### src/xpr_pkg.sv
// Purpose: Shared constants and types for the horizontal position register
// Assumes: 20 MHz core clock; 2 MHz character timing derived internally
// Notes:   Positions are in points, twelve points per character place
package xpr_pkg;

  localparam int unsigned CORE_PERIOD_NS  = 50;
  localparam int unsigned SLOW_PERIOD_NS  = 500;
  localparam int unsigned SLOW_DIV        = SLOW_PERIOD_NS / CORE_PERIOD_NS;
  localparam int unsigned SLOW_HALF       = SLOW_DIV / 2;

  localparam int unsigned POS_W           = 10;
  localparam int unsigned LOW_W           = 4;
  localparam int unsigned HIGH_W          = 5;
  localparam int unsigned DATA_W          = 5;
  localparam int unsigned PTS_PER_CHAR    = 12;

  localparam logic [3:0] DIV_LAST         = 4'(SLOW_DIV - 1);
  localparam logic [3:0] DIV_FALL         = 4'(SLOW_HALF);
  localparam logic [3:0] SPACE_LAST       = 4'(PTS_PER_CHAR - 1);

  localparam int unsigned BELL_CHAR_HORIZ = 78;
  localparam int unsigned BELL_CHAR_VERT  = 67;
  localparam int unsigned END_CHAR_HORIZ  = 85;

  localparam logic [9:0] BELL_H_LO  = 10'((BELL_CHAR_HORIZ - 1) * PTS_PER_CHAR);
  localparam logic [9:0] BELL_H_HI  = 10'(BELL_CHAR_HORIZ * PTS_PER_CHAR - 1);
  localparam logic [9:0] BELL_V_LO  = 10'((BELL_CHAR_VERT - 1) * PTS_PER_CHAR);
  localparam logic [9:0] BELL_V_HI  = 10'(BELL_CHAR_VERT * PTS_PER_CHAR - 1);
  localparam logic [9:0] LINE_END_POS   = 10'(END_CHAR_HORIZ * PTS_PER_CHAR);
  localparam logic [9:0] LINE_START_TOP = 10'(PTS_PER_CHAR - 1);

  localparam logic [3:0] LOW_RST    = 4'h0;
  localparam logic [3:0] LOW_MAX    = 4'hF;
  localparam logic [4:0] HIGH_LOWER_RST = 5'h00;

  typedef struct packed {
    logic [4:0] high;
    logic       fifth;
    logic [3:0] low;
  } xpr_pos_t;

  typedef enum logic [1:0] {
    XPR_EOL_IDLE,
    XPR_EOL_ARMED,
    XPR_EOL_PULSE
  } xpr_eol_t;

endpackage : xpr_pkg

### src/xpr_step_ctr.sv
// Purpose: Loadable up/down counter section with wrap carry and borrow
// Assumes: Load wins over counting; up and down never asserted together
// Notes:   Carry and borrow are combinational, valid in the step cycle
`timescale 1ns/100ps
module xpr_step_ctr #(
  parameter int unsigned W = 4
) (
  input  wire logic         core_clk_in,
  input  wire logic         sys_rst_in,
  input  wire logic         load_in,
  input  wire logic [W-1:0] load_val_in,
  input  wire logic         up_in,
  input  wire logic         dn_in,
  output logic      [W-1:0] count_out,
  output logic              carry_out,
  output logic              borrow_out
);

  logic [W-1:0] count_reg;
  logic [W-1:0] count_next;

  assign carry_out  = up_in & ~load_in & (&count_reg);
  assign borrow_out = dn_in & ~load_in & ~(|count_reg);
  assign count_out  = count_reg;

  assign count_next = load_in ? load_val_in :
                      up_in   ? W'(count_reg + 1'b1) :
                      dn_in   ? W'(count_reg - 1'b1) : count_reg;

  always_ff @(posedge core_clk_in or posedge sys_rst_in) begin
    if (sys_rst_in) begin
      count_reg <= '0;
    end else begin
      count_reg <= count_next;
    end
  end

endmodule : xpr_step_ctr

### src/xpr_x_position.sv
// Purpose: Ten-bit horizontal beam position register with margins and spacing
// Assumes: All command inputs are one-cycle pulses from logic on core_clk_in
// Notes:   The 2 MHz character timing is a tick pair derived from core_clk_in
//
// Summary of operation
// - Ten-bit position: low four-bit counter, fifth bit, high five-bit counter.
// - Clear command zeroes low counter and fifth bit together.
// - Each up step from plot, external or space source adds one.
// - Low counter at fifteen wraps to zero on up, carry toggles fifth bit.
// - Carry bumps high section only when fifth bit set, which then clears.
// - Down direction blocks up path and routes steps to down input.
// - Low zero wraps to fifteen on down; borrow toggles fifth, maybe decrements high.
// - Low load strobe takes four data bits and fifth bit from data.
// - High load strobe loads the high section from the same data lines.
// - Return commands zero lower nine bits, top bit follows margin.
// - Left margin gives zero, centre margin select gives position 512.
// - With automatic return, each line end pulse triggers a margin return.
// - Bell on keyboard strobe at character 78 horizontal or 67 vertical.
// - Text mode at first character place blocks all down steps.
// - Horizontal format after character 85 flags line end, blocks up steps.
// - Line end runs two falling-edge stages; low pulse spans one slow period.
// - Text mode with overlay low: glyph done starts a space sequence.
// - Each slow rising edge in a space gives a half-period low step.
// - Exactly twelve steps per space; divide-by-twelve ends on twelfth.
`timescale 1ns/100ps
module xpr_x_position (
  input  wire logic       core_clk_in,
  input  wire logic       sys_rst_in,
  input  wire logic [4:0] data_bus_in,
  input  wire logic       low_half_load_strobe_in,
  input  wire logic       high_half_load_strobe_in,
  input  wire logic       clear_cmd_in,
  input  wire logic       home_cmd_in,
  input  wire logic       carriage_return_command_in,
  input  wire logic       centre_margin_select_in,
  input  wire logic       left_margin_select_in,
  input  wire logic       automatic_return_option_in,
  input  wire logic       count_down_in,
  input  wire logic       aux_plot_step_in,
  input  wire logic       ext_step_in,
  input  wire logic       text_mode_in,
  input  wire logic       overlay_mode_line_in,
  input  wire logic       glyph_done_in,
  input  wire logic       horiz_format_in,
  input  wire logic       keyboard_strobe_in,
  output xpr_pkg::xpr_pos_t position_out,
  output logic            fifth_position_bit_out,
  output logic            top_position_bit_out,
  output logic            centre_margin_out,
  output logic            margin_bell_out,
  output logic            line_end_out,
  output logic            line_end_pulse_n_out,
  output logic            space_active_out,
  output logic            space_step_n_out,
  output logic            advance_done_out
);

  ////////////////////////////////////////////////////////////////////////////
  // Slow timing ticks

  logic [3:0] div_reg;
  logic       rise_tick;
  logic       fall_tick;

  assign rise_tick = (div_reg == 4'h0);
  assign fall_tick = (div_reg == xpr_pkg::DIV_FALL);

  always_ff @(posedge core_clk_in or posedge sys_rst_in) begin
    if (sys_rst_in) begin
      div_reg <= 4'h0;
    end else begin
      div_reg <= (div_reg == xpr_pkg::DIV_LAST) ? 4'h0 : 4'(div_reg + 1'b1);
    end
  end

  ////////////////////////////////////////////////////////////////////////////
  // Margin and reset logic

  logic       centre_reg;
  logic       centre_next;
  logic       eol_end;
  logic       return_go;
  logic       low_clear;

  assign centre_next = centre_margin_select_in ? 1'b1 :
                       left_margin_select_in   ? 1'b0 : centre_reg;
  // Auto return fires as the line end pulse finishes
  assign return_go   = home_cmd_in | carriage_return_command_in | centre_margin_select_in
                     | left_margin_select_in | (automatic_return_option_in & eol_end);
  assign low_clear   = clear_cmd_in | return_go;

  always_ff @(posedge core_clk_in or posedge sys_rst_in) begin
    if (sys_rst_in) begin
      centre_reg <= 1'b0;
    end else begin
      centre_reg <= centre_next;
    end
  end

  ////////////////////////////////////////////////////////////////////////////
  // Step sources and direction gating

  logic [9:0] pos;
  logic       space_step;
  logic       step_any;
  logic       line_start;
  logic       line_end;
  logic       low_up;
  logic       low_dn;

  assign step_any   = aux_plot_step_in | ext_step_in | space_step;
  assign line_start = text_mode_in & (pos <= xpr_pkg::LINE_START_TOP);
  assign line_end   = horiz_format_in & (pos >= xpr_pkg::LINE_END_POS);
  // Loads and returns take priority, so steps in those cycles are dropped
  assign low_up     = step_any & ~count_down_in & ~line_end;
  assign low_dn     = step_any &  count_down_in & ~line_start;

  ////////////////////////////////////////////////////////////////////////////
  // Low section, fifth bit and high section

  logic [3:0] low_cnt;
  logic [4:0] high_cnt;
  logic       low_carry;
  logic       low_borrow;
  logic       low_load;
  logic [3:0] low_load_val;
  logic       high_load;
  logic [4:0] high_load_val;
  logic       fifth_reg;
  logic       fifth_next;

  assign low_load      = low_clear | low_half_load_strobe_in;
  assign low_load_val  = low_clear ? xpr_pkg::LOW_RST : data_bus_in[3:0];
  assign high_load     = return_go | high_half_load_strobe_in;
  assign high_load_val = return_go ? {centre_next, xpr_pkg::HIGH_LOWER_RST[3:0]}
                                   : data_bus_in;

  xpr_step_ctr #(.W(xpr_pkg::LOW_W)) u_low (
    .core_clk_in (core_clk_in),
    .sys_rst_in  (sys_rst_in),
    .load_in     (low_load),
    .load_val_in (low_load_val),
    .up_in       (low_up & ~high_load),
    .dn_in       (low_dn & ~high_load),
    .count_out   (low_cnt),
    .carry_out   (low_carry),
    .borrow_out  (low_borrow)
  );

  xpr_step_ctr #(.W(xpr_pkg::HIGH_W)) u_high (
    .core_clk_in (core_clk_in),
    .sys_rst_in  (sys_rst_in),
    .load_in     (high_load | low_load),
    .load_val_in (high_load ? high_load_val : high_cnt),
    .up_in       (low_carry & fifth_reg),
    .dn_in       (low_borrow & ~fifth_reg),
    .count_out   (high_cnt),
    .carry_out   (),
    .borrow_out  ()
  );

  // Carry and borrow both toggle the fifth bit
  assign fifth_next = low_clear               ? 1'b0 :
                      low_half_load_strobe_in ? data_bus_in[4] :
                      (low_carry | low_borrow) ? ~fifth_reg : fifth_reg;

  always_ff @(posedge core_clk_in or posedge sys_rst_in) begin
    if (sys_rst_in) begin
      fifth_reg <= 1'b0;
    end else begin
      fifth_reg <= fifth_next;
    end
  end

  assign pos = {high_cnt, fifth_reg, low_cnt};

  ////////////////////////////////////////////////////////////////////////////
  // Margin bell

  logic bell_reg;
  logic bell_zone;

  assign bell_zone = horiz_format_in ?
                     (pos >= xpr_pkg::BELL_H_LO && pos <= xpr_pkg::BELL_H_HI) :
                     (pos >= xpr_pkg::BELL_V_LO && pos <= xpr_pkg::BELL_V_HI);

  always_ff @(posedge core_clk_in or posedge sys_rst_in) begin
    if (sys_rst_in) begin
      bell_reg <= 1'b0;
    end else begin
      bell_reg <= keyboard_strobe_in & bell_zone;
    end
  end

  ////////////////////////////////////////////////////////////////////////////
  // Line end pulse chain

  xpr_pkg::xpr_eol_t eol_state;
  xpr_pkg::xpr_eol_t eol_next;
  logic              line_end_d_reg;
  logic              eol_pend_reg;
  logic              line_end_rise;

  // Only a fresh line end arms the chain, so a parked beam rings once
  assign line_end_rise = line_end & ~line_end_d_reg;
  assign eol_end       = fall_tick & (eol_state == xpr_pkg::XPR_EOL_PULSE);

  always_comb begin
    eol_next = eol_state;
    case (eol_state)
      xpr_pkg::XPR_EOL_IDLE: begin
        if (fall_tick && eol_pend_reg) begin
          eol_next = xpr_pkg::XPR_EOL_ARMED;
        end
      end
      xpr_pkg::XPR_EOL_ARMED: begin
        if (fall_tick) begin
          eol_next = xpr_pkg::XPR_EOL_PULSE;
        end
      end
      xpr_pkg::XPR_EOL_PULSE: begin
        if (fall_tick) begin
          eol_next = xpr_pkg::XPR_EOL_IDLE;
        end
      end
      default: eol_next = xpr_pkg::XPR_EOL_IDLE;
    endcase
  end

  always_ff @(posedge core_clk_in or posedge sys_rst_in) begin
    if (sys_rst_in) begin
      eol_state      <= xpr_pkg::XPR_EOL_IDLE;
      line_end_d_reg <= 1'b0;
      eol_pend_reg   <= 1'b0;
    end else begin
      eol_state      <= eol_next;
      line_end_d_reg <= line_end;
      if (line_end_rise) begin
        eol_pend_reg <= 1'b1;
      end else if (fall_tick && eol_state == xpr_pkg::XPR_EOL_IDLE) begin
        eol_pend_reg <= 1'b0;
      end
    end
  end

  ////////////////////////////////////////////////////////////////////////////
  // Space sequence

  logic       space_reg;
  logic [3:0] space_cnt_reg;
  logic       step_low_reg;
  logic       done_reg;
  logic       space_start;
  logic       space_last;

  assign space_start = text_mode_in & ~overlay_mode_line_in & glyph_done_in & ~space_reg;
  assign space_step  = space_reg & rise_tick;
  assign space_last  = space_step & (space_cnt_reg == xpr_pkg::SPACE_LAST);

  always_ff @(posedge core_clk_in or posedge sys_rst_in) begin
    if (sys_rst_in) begin
      space_reg     <= 1'b0;
      space_cnt_reg <= 4'h0;
      step_low_reg  <= 1'b0;
      done_reg      <= 1'b0;
    end else begin
      done_reg <= space_last;
      if (space_start) begin
        space_reg <= 1'b1;
      end else if (space_last) begin
        space_reg <= 1'b0;
      end
      if (space_last) begin
        space_cnt_reg <= 4'h0;
      end else if (space_step) begin
        space_cnt_reg <= 4'(space_cnt_reg + 1'b1);
      end
      if (space_step) begin
        step_low_reg <= 1'b1;
      end else if (fall_tick) begin
        step_low_reg <= 1'b0;
      end
    end
  end

  ////////////////////////////////////////////////////////////////////////////
  // Outputs

  assign position_out           = xpr_pkg::xpr_pos_t'(pos);
  assign fifth_position_bit_out = fifth_reg;
  assign top_position_bit_out   = high_cnt[4];
  assign centre_margin_out      = centre_reg;
  assign margin_bell_out        = bell_reg;
  assign line_end_out           = line_end_d_reg;
  assign line_end_pulse_n_out   = ~(eol_state == xpr_pkg::XPR_EOL_PULSE);
  assign space_active_out       = space_reg;
  assign space_step_n_out       = ~step_low_reg;
  assign advance_done_out       = done_reg;
endmodule : xpr_x_position

### config.mk
export PLATFORM = sky130hd
export DESIGN_NAME = xpr_x_position
export DESIGN_NICKNAME = d
export VERILOG_FILES = /design/src/xpr_pkg.sv /design/src/xpr_step_ctr.sv /design/src/xpr_x_position.sv
export SDC_FILE = /design/constraint.sdc
export NUM_CORES = 1
export LEC_CHECK = 0
export ABC_AREA = 1
export BUFFER_PORTS_ARGS = -buffer_cell sky130_fd_sc_hd__buf_2
export CAP_MARGIN = 20
export CORE_MARGIN = 5
export CORE_UTILIZATION = 41
export DETAILED_ROUTE_END_ITERATION = 16
export GPL_ROUTABILITY_DRIVEN = 1
export GPL_TIMING_DRIVEN = 0
export SYNTH_ARGS = -nofsm -noshare
export SYNTH_HDL_FRONTEND = slang
export SYNTH_HIERARCHICAL = 1
export SYNTH_SLANG_ARGS = --single-unit
### constraint.sdc
create_clock -name core_clk_in -period 3.45 [get_ports core_clk_in]
set_input_delay 0 -clock core_clk_in [delete_from_list [all_inputs] [get_ports core_clk_in]]
set_output_delay 0 -clock core_clk_in [all_outputs]
set_load 0.02 [all_outputs]
==> results summary <==
In this run the worst hold path is classified as in -> reg. The clock tree buffer depth is 2. 0 antenna diodes ended up in the layout. The final period demand of the worst path came out at 3.04 ns. The count of mapped cells out of synthesis is between 200 and 300. The critical path arrival is 3.23 ns. The detailed router finished its first iteration with 90 violations. The source-to-sink clock delay at the later pin of the worst-skew pair is 0.28 ns. During I/O placement, the number of pins put on the boundary was 42. The final design instance area without fill came out at 2420 um2. The number of remaining DRC errors is 0. The total number of vias came out at ~1900. The flip-flop count of the largest register after layout is 5. The cell at the root of the clock tree is sky130_fd_sc_hd__clkbuf_8. Summed over all nets, the switching power comes to approximately 0.19 mW.

The share of the clock period used by the worst path is a little under 90%. The post-CTS setup-driven buffer insertion count is 0. The worst-case register-to-register setup slack is 0.41 ns. The worst hold slack after final layout came out at roughly 0.03 ns.

The non-filler instance count after layout is just over 400. In this run the most critical hold path is launched from left_margin_select_in. The clock-pin transition on the worst setup and hold timing paths came out at between 0.1 and 0.15 ns. In the final layout, the share of cells above drive strength 1 is between 20% and 30%.

The highest achievable clock rate came out at about 330 MHz. The final setup violation count came out at 0. The worst hold path terminates at centre_margin_out$_DFF_PP0_. The final net count came out at 369. The residual overflow from global routing came out at 0.

The warning count from the yosys run came out at 6. The total internal power is 0.465 mW. The fraction of power consumed by the clock network came out at 29.7%. Measured along the x axis, the die boundary spans ~80 um. The placer's final routability congestion estimate is approximately 0.85. Along the worst path, the maximum fanout reaches 9.

The worst setup skew after layout is ~0.0086 ns. The final number of hold-violating endpoints came out at 0. The overall die area came out at approximately 6500 um2. Cells fill between 50% and 60% of the core in the end. The average size of a mapped cell came out at 7.09 um2. The wire length of the first global-routing pass came out at about 7.7 mm. Overall power consumption after layout is estimated at ~0.66 mW.

In this run the remaining antenna-violating nets after routing total 0. The final-report max-slew violation count came to 0. In the routed layout, each cell is associated on average with a via count of roughly 4.7.

TritonCTS built the clock tree. The total routing usage reported by global routing came out at between 10 and 15%. The number of cells upsized or downsized after cts is 0.

The final sum of negative setup slack is 0 ns. The worst setup path is captured at a flop. The flow ran to the end, and the final reports show no timing, DRC or antenna violations. In this run the tightest slew margin relative to its limit is 52.6%. The pre-CTS setup slack is slightly above 0.4 ns. Buffers inserted during clock tree synthesis total 3. The area inside the core boundary came out at approximately 4800 um2. In this run the critical register-to-register path is launched from div_reg[1]$_DFF_PP0_. The number of input and output port buffers inserted came out at 41.

The wire length after detailed routing came out at 4.58 mm. In this run the static leakage power is about 1.2 nW. The placed standard-cell area is 2320 um2. The worst setup path is launched from a flop. The critical path is of the reg -> reg type. The number of H-tree levels is 1. Once routing completed, OpenROAD measured the worst setup slack at slightly above 0.4 ns. The synthesis-to-finish area growth is 19.1%. The die height is slightly above 80 um. The number of antenna violations at the first check in global routing came out at 0. The area of the mapped netlist came out at 2040 um2. The most critical setup path has its startpoint at div_reg[1]$_DFF_PP0_.

The share of power burned in combinational logic is 16.4%. The switching part of the total power came out at 29.5%. The via count of the first global-routing pass came out at between 1500 and 2000. The post-synth net total came out at between 300 and 400.

The wire-length estimate of the detail-placed layout is 3.72 mm. The pin count of the biggest net entering global routing is 19. The mean routed wirelength per cell is between 10 and 15 um. The starting density of the core is about 43%.

The number of sinks on the clock net is 27. The depth of the worst register-to-register path came out at 16. At the pin with the least slew margin, the transition time is slightly above 0.7 ns. The worst-case vdd ir drop is ~270 uV. Counting tap cells, the placed design contains a total of between 300 and 400 instances. In this run the critical register-to-register path is captured at u_high/count_out[3]$_DFFE_PP0P_. Data on the critical path is required at its endpoint by ~3.6 ns. The total of max-cap violations is 0. Power spread over the standard cell area amounts to ~270 nW/um2.

Setup repair after global routing left no endpoint under its margin. Along the worst hold path, the cell count comes to 4. The number of detailed-routing iterations run before antenna repair came out at 4. The floorplan has 25 rows. The sequential fraction of design power is between 50 and 60%.
worst max-delay path, stage by stage, from the launching register on:
cell,delay (ns)
sky130_fd_sc_hd__dfrtp_1,0.44
sky130_fd_sc_hd__nor2_2,0.17
sky130_fd_sc_hd__nand4_4,0.18
sky130_fd_sc_hd__nand2_1,0.15
sky130_fd_sc_hd__nand2_1,0.07
sky130_fd_sc_hd__nor3_2,0.33
sky130_fd_sc_hd__inv_2,0.13
sky130_fd_sc_hd__nor3_1,0.26
sky130_fd_sc_hd__nand2_1,0.09
sky130_fd_sc_hd__inv_1,0.18
sky130_fd_sc_hd__inv_1,0.14
sky130_fd_sc_hd__ha_1,0.34
sky130_fd_sc_hd__or2_1,0.23
sky130_fd_sc_hd__nand2_1,0.07
sky130_fd_sc_hd__nand2_1,0.05
sky130_fd_sc_hd__nand3_1,0.06
sky130_fd_sc_hd__nand2_1,0.05
worst max path at each step:
stage,endpoint,slack (ns),cells past startpoint
2_1_floorplan,u_high/count_out[3]$_DFFE_PP0P_,0.80,16
3_3_place_gp,u_high/count_out[3]$_DFFE_PP0P_,0.42,18
3_5_place_dp,u_high/count_out[3]$_DFFE_PP0P_,0.41,18
4_1_cts,u_high/count_out[3]$_DFFE_PP0P_,0.39,18
5_1_grt,u_high/count_out[4]$_DFFE_PP0P_,0.15,18
6_report,u_high/count_out[3]$_DFFE_PP0P_,0.41,16
timing repair:
action	CTS	global route
endpoints found under the hold margin	31	0
hold buffers	5	0
setup endpoints to repair	0	0
layout make-up:
cell class	instances	area, um2
fill	507	2360
multi-input combinational	202	1130
sequential	27	676
timing repair buffer	46	255
inverter	54	203
tap	67	83.8
clock buffer	3	41.3
buffer	4	31.3
clock inverter	1	8.76
power by group through the flow:
stage	Clock, mW	Sequential [mW]	Combinational, mW
after CTS	0.204	0.356	0.110
final	0.196	0.355	0.108
after global routing	0.213	0.359	0.125
after detailed placement	0	0.362	0.105
after global placement	0	0.362	0.103
after floorplan	0	0.361	0.0676
metal layers:
| layer | vias up | wire (um) | track usage [%] |
|---|---|---|---|
| li1 | 991 | - | - |
| met1 | 840 | 2210 | 20.5 |
| met2 | 52 | 2100 | 25.1 |
| met3 | 2 | 242 | 2.24 |
| met4 | 0 | 23 | 1.52 |
| met5 | - | 0 | 0 |
layout by cell type, fill, tap and decap left out, drive strengths merged, types with 3 or more instances in the layout:
cell type	count
nor2	40
dfrtp	27
or2	4
nand2	85
dlygate4sd3	5
a21oi	4
inv	54
ha	6
nand3	20
o211ai	3
o21ai	16
clkbuf	3
nor4	3
buf	45
nor3	5
Note: power is estimated with default switching activity, not from simulation.
